**config.mk**
```make
export PLATFORM = sky130hd
export DESIGN_NAME = system_option_control_regs
export DESIGN_NICKNAME = d
export VERILOG_FILES = /design/src/inc/sysopt_pkg.sv /design/src/system_option_control_regs.sv
export SDC_FILE = /design/constraint.sdc
export NUM_CORES = 1
export LEC_CHECK = 0
export BUFFER_PORTS_ARGS = -buffer_cell sky130_fd_sc_hd__buf_2
export CORE_UTILIZATION = 45
export CTS_CLUSTER_DIAMETER = 40
export DETAILED_ROUTE_END_ITERATION = 8
export GPL_TIMING_DRIVEN = 0
export PLACE_DENSITY = 0.72
export SLEW_MARGIN = 15
export SYNTH_ARGS = -nofsm -noshare
export SYNTH_HDL_FRONTEND = slang
export SYNTH_SLANG_ARGS = --single-unit
```
**constraint.sdc**
```tcl
create_clock -name clk_sys_i -period 2.69 [get_ports clk_sys_i]
set_input_delay 0.1345 -clock clk_sys_i [delete_from_list [all_inputs] [get_ports clk_sys_i]]
set_output_delay 0.1345 -clock clk_sys_i [all_outputs]
set_load 0.02 [all_outputs]
```
**src/inc/sysopt_pkg.sv**
```systemverilog
// constants, field positions and carrier types for the system option register bank
// assumes one 8-bit register port shared by user program and serial debug writes
`default_nettype none
package sysopt_pkg;
  // register select codes on the register port
  localparam logic [2:0] ADDR_DBG_FORCE = 3'h0;
  localparam logic [2:0] ADDR_OPT_ONE = 3'h1;
  localparam logic [2:0] ADDR_OPT_TWO = 3'h2;
  localparam logic [2:0] ADDR_RST_STATUS = 3'h3;
  // option register one field positions
  localparam int OPT1_TMO_HI = 7;
  localparam int OPT1_TMO_LO = 6;
  localparam int OPT1_STOP = 5;
  localparam int OPT1_I2C = 2;
  // option register two field positions
  localparam int OPT2_WCLK = 7;
  localparam int OPT2_WIN = 6;
  localparam int OPT2_CMP = 4;
  localparam int OPT2_T2C1 = 3;
  localparam int OPT2_T2C0 = 2;
  localparam int OPT2_T1C1 = 1;
  localparam int OPT2_T1C0 = 0;
  localparam int FORCE_BIT = 0;
  // values after reset and implemented-bit masks
  localparam logic [7:0] OPT1_RST = 8'hC0;
  localparam logic [7:0] OPT2_RST = 8'h00;
  localparam logic [7:0] OPT1_MASK = 8'hE4;
  localparam logic [7:0] OPT2_MASK = 8'hDF;
  localparam logic [7:0] OPT2_ONCE_MASK = 8'hC0;
  localparam logic [7:0] READ_ZERO = 8'h00;
  // watchdog refresh key pair
  localparam logic [7:0] KEY_FIRST = 8'h55;
  localparam logic [7:0] KEY_SECOND = 8'hAA;
  localparam logic [1:0] TMO_OFF = 2'h0;

  // one register port request, valid for one cycle
  typedef struct packed {
    logic [2:0] addr;
    logic wr;
    logic rd;
    logic [7:0] wdata;
    logic from_dbg;
  } bus_req_t;

  // decoded option settings driven to the rest of the chip
  typedef struct packed {
    logic [1:0] watchdog_timeout_sel;
    logic watchdog_clock_sel;
    logic watchdog_window_mode;
    logic stop_mode_allow;
    logic i2c_pin_route;
    logic comparator_to_capture;
    logic timer2_ch1_route;
    logic timer2_ch0_route;
    logic timer1_ch1_route;
    logic timer1_ch0_route;
  } opt_out_t;

  // whole state of the bank
  typedef struct packed {
    logic [7:0] opt_one;
    logic [7:0] opt_two;
    logic lock_one;
    logic lock_two;
    logic key_armed;
    logic [7:0] rd_data;
    logic force_rst;
    logic stop_rst;
    logic stop_enter;
    logic wdog_refresh;
    logic wdog_rst;
    logic cmp_s1;
    logic cmp_s2;
    logic pin_s1;
    logic pin_s2;
    logic ch0_in;
    opt_out_t opts;
  } state_t;
endpackage
`default_nettype wire

```
**src/system_option_control_regs.sv**
```systemverilog
// system option register bank: debug force reset, write-once options, pin routing
// assumes register port and stop/window strobes come from logic on clk_sys_i
// assumes the system reset logic turns each reset pulse into a full sys_rst_i
`default_nettype none
module system_option_control_regs
  import sysopt_pkg::*;
(
  input wire logic clk_sys_i,
  input wire logic sys_rst_i,
  input wire bus_req_t bus_req_i,
  input wire logic stop_exec_i,
  input wire logic wdog_window_open_i,
  input wire logic cmp_out_i,
  input wire logic timer_module_one_ch0_pin_i,
  output logic [7:0] rd_data_o,
  output opt_out_t opts_o,
  output logic dbg_force_reset_o,
  output logic illegal_stop_reset_o,
  output logic stop_enter_o,
  output logic wdog_refresh_o,
  output logic wdog_reset_o,
  output logic timer_module_one_ch0_in_o
);

  // registered state and its next value
  state_t state_ff;
  state_t nxt_state;

  // decoded write strobes
  logic wr_force;
  logic wr_one;
  logic wr_two;
  logic wr_status;
  // watchdog is running when a timeout is selected
  logic wdog_on;
  // window mode in force only with bus clock source
  logic window_eff;

  // address decode of the register port
  always_comb begin
    wr_force = bus_req_i.wr && (bus_req_i.addr == ADDR_DBG_FORCE);
    wr_one = bus_req_i.wr && (bus_req_i.addr == ADDR_OPT_ONE);
    wr_two = bus_req_i.wr && (bus_req_i.addr == ADDR_OPT_TWO);
    wr_status = bus_req_i.wr && (bus_req_i.addr == ADDR_RST_STATUS);
    wdog_on = state_ff.opt_one[OPT1_TMO_HI:OPT1_TMO_LO] != TMO_OFF;
    window_eff = state_ff.opt_two[OPT2_WIN] && state_ff.opt_two[OPT2_WCLK];
  end

  // next-state logic for the whole bank
  always_comb begin
    nxt_state = state_ff;
    // one-cycle pulses default low
    nxt_state.force_rst = 1'b0;
    nxt_state.stop_rst = 1'b0;
    nxt_state.stop_enter = 1'b0;
    nxt_state.wdog_refresh = 1'b0;
    nxt_state.wdog_rst = 1'b0;

    if (wr_force && bus_req_i.from_dbg) begin
      nxt_state.force_rst = bus_req_i.wdata[FORCE_BIT];
    end

    if (wr_one && !state_ff.lock_one) begin
      nxt_state.opt_one = bus_req_i.wdata & OPT1_MASK;
      nxt_state.lock_one = 1'b1;
    end

    // option two: once-bits lock, routing bits stay writable
    if (wr_two) begin
      if (state_ff.lock_two) begin
        nxt_state.opt_two = (state_ff.opt_two & OPT2_ONCE_MASK)
                          | (bus_req_i.wdata & OPT2_MASK & ~OPT2_ONCE_MASK);
      end else begin
        nxt_state.opt_two = bus_req_i.wdata & OPT2_MASK;
        nxt_state.lock_two = 1'b1;
      end
    end

    if (stop_exec_i) begin
      if (state_ff.opts.stop_mode_allow) begin
        nxt_state.stop_enter = 1'b1;
      end else begin
        nxt_state.stop_rst = 1'b1;
      end
    end

    // watchdog key sequence on the reset status address
    if (wr_status) begin
      if (window_eff && !wdog_window_open_i) begin
        nxt_state.wdog_rst = wdog_on;
        nxt_state.key_armed = 1'b0;
      end else if (bus_req_i.wdata == KEY_FIRST) begin
        // first key arms the sequence
        nxt_state.key_armed = 1'b1;
      end else if (bus_req_i.wdata == KEY_SECOND) begin
        nxt_state.wdog_refresh = state_ff.key_armed;
        nxt_state.key_armed = 1'b0;
      end else begin
        nxt_state.wdog_rst = wdog_on;
        nxt_state.key_armed = 1'b0;
      end
    end

    // register read data, only sampled on a read
    if (bus_req_i.rd) begin
      unique case (bus_req_i.addr)
        ADDR_DBG_FORCE: nxt_state.rd_data = READ_ZERO;
        ADDR_OPT_ONE: nxt_state.rd_data = state_ff.opt_one;
        ADDR_OPT_TWO: nxt_state.rd_data = state_ff.opt_two;
        // status and unmapped codes read zero here
        default: nxt_state.rd_data = READ_ZERO;
      endcase
    end

    // two-flop synchronisers for pin-side inputs
    nxt_state.cmp_s1 = cmp_out_i;
    nxt_state.cmp_s2 = state_ff.cmp_s1;
    nxt_state.pin_s1 = timer_module_one_ch0_pin_i;
    nxt_state.pin_s2 = state_ff.pin_s1;
    nxt_state.ch0_in = state_ff.opts.comparator_to_capture ? state_ff.cmp_s2
                                                          : state_ff.pin_s2;

    // decoded settings follow the next register values
    // timeout select out
    nxt_state.opts.watchdog_timeout_sel = nxt_state.opt_one[OPT1_TMO_HI:OPT1_TMO_LO];
    nxt_state.opts.stop_mode_allow = nxt_state.opt_one[OPT1_STOP];
    nxt_state.opts.i2c_pin_route = nxt_state.opt_one[OPT1_I2C];
    nxt_state.opts.watchdog_clock_sel = nxt_state.opt_two[OPT2_WCLK];
    nxt_state.opts.watchdog_window_mode = nxt_state.opt_two[OPT2_WIN]
                                        && nxt_state.opt_two[OPT2_WCLK];
    nxt_state.opts.comparator_to_capture = nxt_state.opt_two[OPT2_CMP];
    nxt_state.opts.timer2_ch1_route = nxt_state.opt_two[OPT2_T2C1];
    nxt_state.opts.timer2_ch0_route = nxt_state.opt_two[OPT2_T2C0];
    nxt_state.opts.timer1_ch1_route = nxt_state.opt_two[OPT2_T1C1];
    nxt_state.opts.timer1_ch0_route = nxt_state.opt_two[OPT2_T1C0];
  end

  // state register with synchronous reset
  always_ff @(posedge clk_sys_i) begin
    if (sys_rst_i) begin
      state_ff <= '0;
      state_ff.opt_one <= OPT1_RST;
      state_ff.opt_two <= OPT2_RST;
      state_ff.opts.watchdog_timeout_sel <= OPT1_RST[OPT1_TMO_HI:OPT1_TMO_LO];
      state_ff.opts.stop_mode_allow <= OPT1_RST[OPT1_STOP];
      state_ff.opts.i2c_pin_route <= OPT1_RST[OPT1_I2C];
    end else begin
      state_ff <= nxt_state;
    end
  end

  // outputs straight from the state register
  assign rd_data_o = state_ff.rd_data;
  assign opts_o = state_ff.opts;
  assign dbg_force_reset_o = state_ff.force_rst;
  assign illegal_stop_reset_o = state_ff.stop_rst;
  assign stop_enter_o = state_ff.stop_enter;
  assign wdog_refresh_o = state_ff.wdog_refresh;
  assign wdog_reset_o = state_ff.wdog_rst;
  assign timer_module_one_ch0_in_o = state_ff.ch0_in;
endmodule // system_option_control_regs
`default_nettype wire

```
# --- Yosys cells after proc, flatten, opt, wreduce, memory -nomap -nowiden ---
# Index checks and enable logic that the tools add are counted.
totals:
  register_bits: 44
  latch_bits: 0
  ram_bits: 0
  mem_bits_ro: 0
  output_inout_bits: 25
  n_memories: 0
op_classes:
  add_sub_neg: 0
  multipliers: 0
  div: 0
  order_cmp: 0
  eq_ne: 5
  shifts: 0
  mux: 12
  n_bitwise: 5
  reduce_logical: 17
ops:
  columns: ["cell", "n"]
  rows:
  - ["$mux W8", 3]
  - ["$pmux W8 S2", 1]
  - ["$logic_and A1 B1 Y1", 9]
  - ["$eq A8 B7 Y1 const B", 1]
  - ["$eq A8 B8 Y1 const B", 1]
  - ["$mux W1", 8]
  - ["$or A8 B5 Y8", 1]
  - ["$eq A3 B2 Y1 const B", 2]
  - ["$reduce_or A2 Y1", 3]
  - ["$reduce_or A5 Y1", 1]
  - ["$not A1 Y1", 4]
  - ["$eq A3 B1 Y1 const B", 1]
  - ["$logic_not A3 Y1", 1]
  - ["$logic_not A1 Y1", 2]
  - ["$reduce_bool A2 Y1", 1]

# --- Logic depth before layout (Yosys ltp) ---
depth:
  ltp_word: 5
  mapped_depth: 4
  mapped_depth_nobuf: 3

# --- Worst setup path after synthesis ---
# Ideal clock, no wire load.
synth_timing:
  path_type: "input port to flip-flop"
  start: "in bus_req_i[13] (netlist bit)"
  end: "reg state_ff[46] (netlist bit)"
  setup_ns: 0.072
  t_arrival_ns: 0.886
  required_time_ns: 2.618
  slack_ns: 1.732
  stages: 4
  cell_sequence: "nor3b_2 > and3b_1 > buf_6 > mux2i_1"
synth_via:
  elab_chain_len: 4
synth_rtl:
  columns: ["item", "line_no", "source"]
  rows:
  - ["start: declaration", "system_option_control_regs.sv:10", "input wire bus_req_t bus_req_i,"]
  - ["$eq A3 B1 Y1", "system_option_control_regs.sv:42", "wr_one = bus_req_i.wr && (bus_req_i.addr == ADDR_OPT_ONE);"]
  - ["$logic_and A1 B1 Y1", "system_option_control_regs.sv:42", null]
  - ["$logic_and A1 B1 Y1", "system_option_control_regs.sv:63", "if (wr_one && !state_ff.lock_one) begin"]
  - ["$mux W8", "system_option_control_regs.sv:63", null]
  - ["end signal: assignment", "system_option_control_regs.sv:148", "state_ff <= nxt_state;"]
  - ["end: declaration", "system_option_control_regs.sv:26", "state_t state_ff;"]
# Every way passes these cells.
# A chain may end at the register's enable or synchronous reset.

==> flow_metrics.env <==
export IMPL_ys_flop_type="dfxtp_1"
export IMPL_synth_seq_cells=33
export IMPL_worstPathMaxFanout=5
export IMPL_finClkSkew_ps=5.60
export IMPL_power_leakage_nw=0.764
export IMPL_worstPathRequired_ps=2560
export IMPL_stdcell_area_um2=1770
export IMPL_overflow=0
export IMPL_rows=20
export IMPL_status="finished, final reports clean"
export IMPL_synthTopCellsByArea="dfxtp_1 (46%), buf_4 (9.9%), a21oi_1 (5.2%), nor4bb_1 (4.2%), nand2b_1 (3.9%)"
export IMPL_numCtsBuffers=5
export IMPL_clockBufferDepth=2
export IMPL_fin_nets=226
export IMPL_synth_top_area_cell="dfxtp_1"
export IMPL_core_um2=3050
export IMPL_drtAntennaViolNets=0
export IMPL_tightest_slew_ps=466
export IMPL_grt_max_degree=11
export IMPL_worstPathArrival_ps=1060
export IMPL_grt_setup_unrepaired="no"
export IMPL_power_total_mw=0.838
export IMPL_synth_edf_count=0
export IMPL_hold_viol_final=0
export IMPL_cts_resized=0
export IMPL_p_per_area_nw_per_um2=475
export IMPL_grt_pass1_wl_um=4940
export IMPL_fin_util_pct=57.8
export IMPL_drive_above_1_share_pct=35.6
export IMPL_cp_start_kind="flip-flop"
export IMPL_antenna_found_initial=0
export IMPL_yosysSeqAreaShare_pct=45.8
export IMPL_vdd_drop_max_v=0.000285
export IMPL_vias_per_cell=5.03
export IMPL_max_slew_margin_pct=68.5
export IMPL_setup_tns_ps=0
export IMPL_syn2layout_area_growth_pct=22.4
export IMPL_drtPass1Iterations=6
export IMPL_synth_top_area_share_pct=45.8
export IMPL_final_cells=249
export IMPL_place_ws_ps=1410
export IMPL_yosysWarnings=0
export IMPL_dp_hpwl_um=2390
export IMPL_async_flop_share_pct=0
export IMPL_max_cap_viol_count=0
export IMPL_clock_latency_ps=330
export IMPL_crit_slowest_cell="dfxtp_1"
export IMPL_clk_pin_slew_worst_paths_ps=90
export IMPL_max_freq_mhz=834
export IMPL_synthCells=155
export IMPL_p_sw_share_pct=24.5
export IMPL_whs_ps=33.2
export IMPL_drtIter0Drc=30
export IMPL_cp_cell_sequence="buf_4 > buf_2"
export IMPL_num_vias=1252
export IMPL_setup_violations_final=0
export IMPL_antenna_cells=0
export IMPL_cts_root_buf="clkbuf_4"
export IMPL_clock_sinks=33
export IMPL_wl_um=3170
export IMPL_place_inst=242
export IMPL_whs_path_depth=2
export IMPL_worstSetupPathType="flip-flop to primary output"
export IMPL_grt_pass1_vias=1143
export IMPL_setup_ws_ps=1490
export IMPL_hold_path_class="primary input to flip-flop"
export IMPL_avgSynthCellArea_um2=9.31
export IMPL_syn_num_nets=175
export IMPL_fillers=308
export IMPL_die_w_um=58.6
export IMPL_die_area_um2=3440
export IMPL_boundaryPins=45
export IMPL_wl_per_cell_um=12.7
export IMPL_pwr_share_seq_pct=60.5
export IMPL_cts_max_level=2
export IMPL_place_area_um2=1710
export IMPL_die_height_um=58.6
export IMPL_clkPwrFrac_pct=28.4
export IMPL_netlist_area_um2=1440
export IMPL_reg2reg_depth=3
export IMPL_portBuffers=43
export IMPL_critPathMaxStageDelay_ps=450
export IMPL_start_util_pct=47.3
export IMPL_fin_crit_ps=1200
export IMPL_p_sw_mw=0.205
export IMPL_route_detailed_drc=0
export IMPL_comb_power_share_pct=11.1
export IMPL_cts_tree="built"
export IMPL_place_congestion=0.767
export IMPL_p_int_mw=0.633
export IMPL_synth_cell_types=27
export IMPL_worst_setup_path_end_kind="primary output"
export IMPL_period_share_pct=44.6
export IMPL_grtUsageTotal_pct=19.9
export IMPL_slew_violations=0
==> final timing paths <==
path                  from              to  slack (ps)
max           state_ff[45]       opts_o[6]        1490
min              cmp_out_i   nxt_state[14]          30
max reg2reg   state_ff[39]  wdog_refresh_o        1580
min reg2reg  nxt_state[12]    state_ff[12]         460
==> cells by family (layout without fill, tap and decap cells) <==
group,count (synthesis),after routing,share of synthesized area [%]
buf+inv,27,77,12.6
flops,33,33,45.8
mux,5,5,3.47
compound gates,25,25,10.3
simple gates,65,65,27.8
==> final cells by class <==
class | instances | area (um2) | share of cell area [%]
plain buffers | 27 | 181 | 10.3
clock inverters | 1 | 5.00 | 0.283
multi-input cells | 95 | 601 | 34.0
clock buffers | 5 | 37.5 | 2.13
flip-flops and latches | 33 | 661 | 37.4
repair buffers | 44 | 225 | 12.8
well taps | 44 | 55.1 | 3.12
==> what timing repair did <==
item	4_1_cts	5_1_grt
hold endpoints to repair	1	0
setup buffers	0	0
hold buffers	1	0
==> sequential cells by signal (all words and copies together) (netlist names) <==
register,count
dbg_force_reset_o,1
illegal_stop_reset_o,1
nxt_state,2
opts_o,1
rd_data_o,8
state_ff,16
stop_enter_o,1
timer_module_one_ch0_in_o,1
wdog_refresh_o,1
wdog_reset_o,1
==> synthesized netlist by cell type, types with 2 or more instances <==
cell / number
nand3_1: 7
nand2_1: 11
dfxtp_1: 33
nor2_1: 13
o21ai_0: 2
a211oi_1: 3
a21oi_1: 15
nand4b_1: 3
clkbuf_1: 6
buf_4: 19
mux2i_1: 5
nand3b_1: 3
nor4bb_1: 6
a22oi_1: 3
and3b_1: 2
nor3b_2: 2
nor2b_1: 4
nand2b_1: 9
==> layout by cell type (no fill, tap or decap), drive strengths merged <==
master,count
buf,64
dfxtp,33
nand4bb,1
and3,1
and2,1
nand3,7
clkbuf,11
nor2,13
clkinv,1
nand2,11
a211oi,3
nand2b,9
o211ai,1
nor3b,3
a21oi,15
nand3b,3
a22oi,3
o21ai,2
and3b,2
mux2i,5
o2111a,1
nor2b,4
and4bb,1
nand4b,3
nor4bb,6
dlygate4sd3,1
==> per-layer routing <==
| metal | vias up | GRT usage [%] | wire length [um] |
|---|---|---|---|
| li1 | 621 | - | - |
| met1 | 576 | 21.8 | 1330 |
| met2 | 48 | 34.6 | 1580 |
| met3 | 7 | 5.05 | 209 |
| met4 | 0 | 11.9 | 57 |
| met5 | - | 0 | 0 |
==> power groups by stage <==
stage          logic (mW)  clock network (mW)  registers [mW]
2_1_floorplan      0.0529                   0           0.518
3_3_place_gp       0.0886                   0           0.518
3_5_place_dp       0.0922                   0           0.519
4_1_cts            0.0934               0.246           0.507
5_1_grt             0.102               0.274           0.509
6_report           0.0933               0.238           0.507
==> critical path, delay by kind of cell, from the launching register on <==
| family | cells | cell delay [ps] |
|---|---|---|
| flops | 1 | 450 |
| buf+inv | 2 | 300 |
Note: power is estimated with default switching activity, not from simulation.
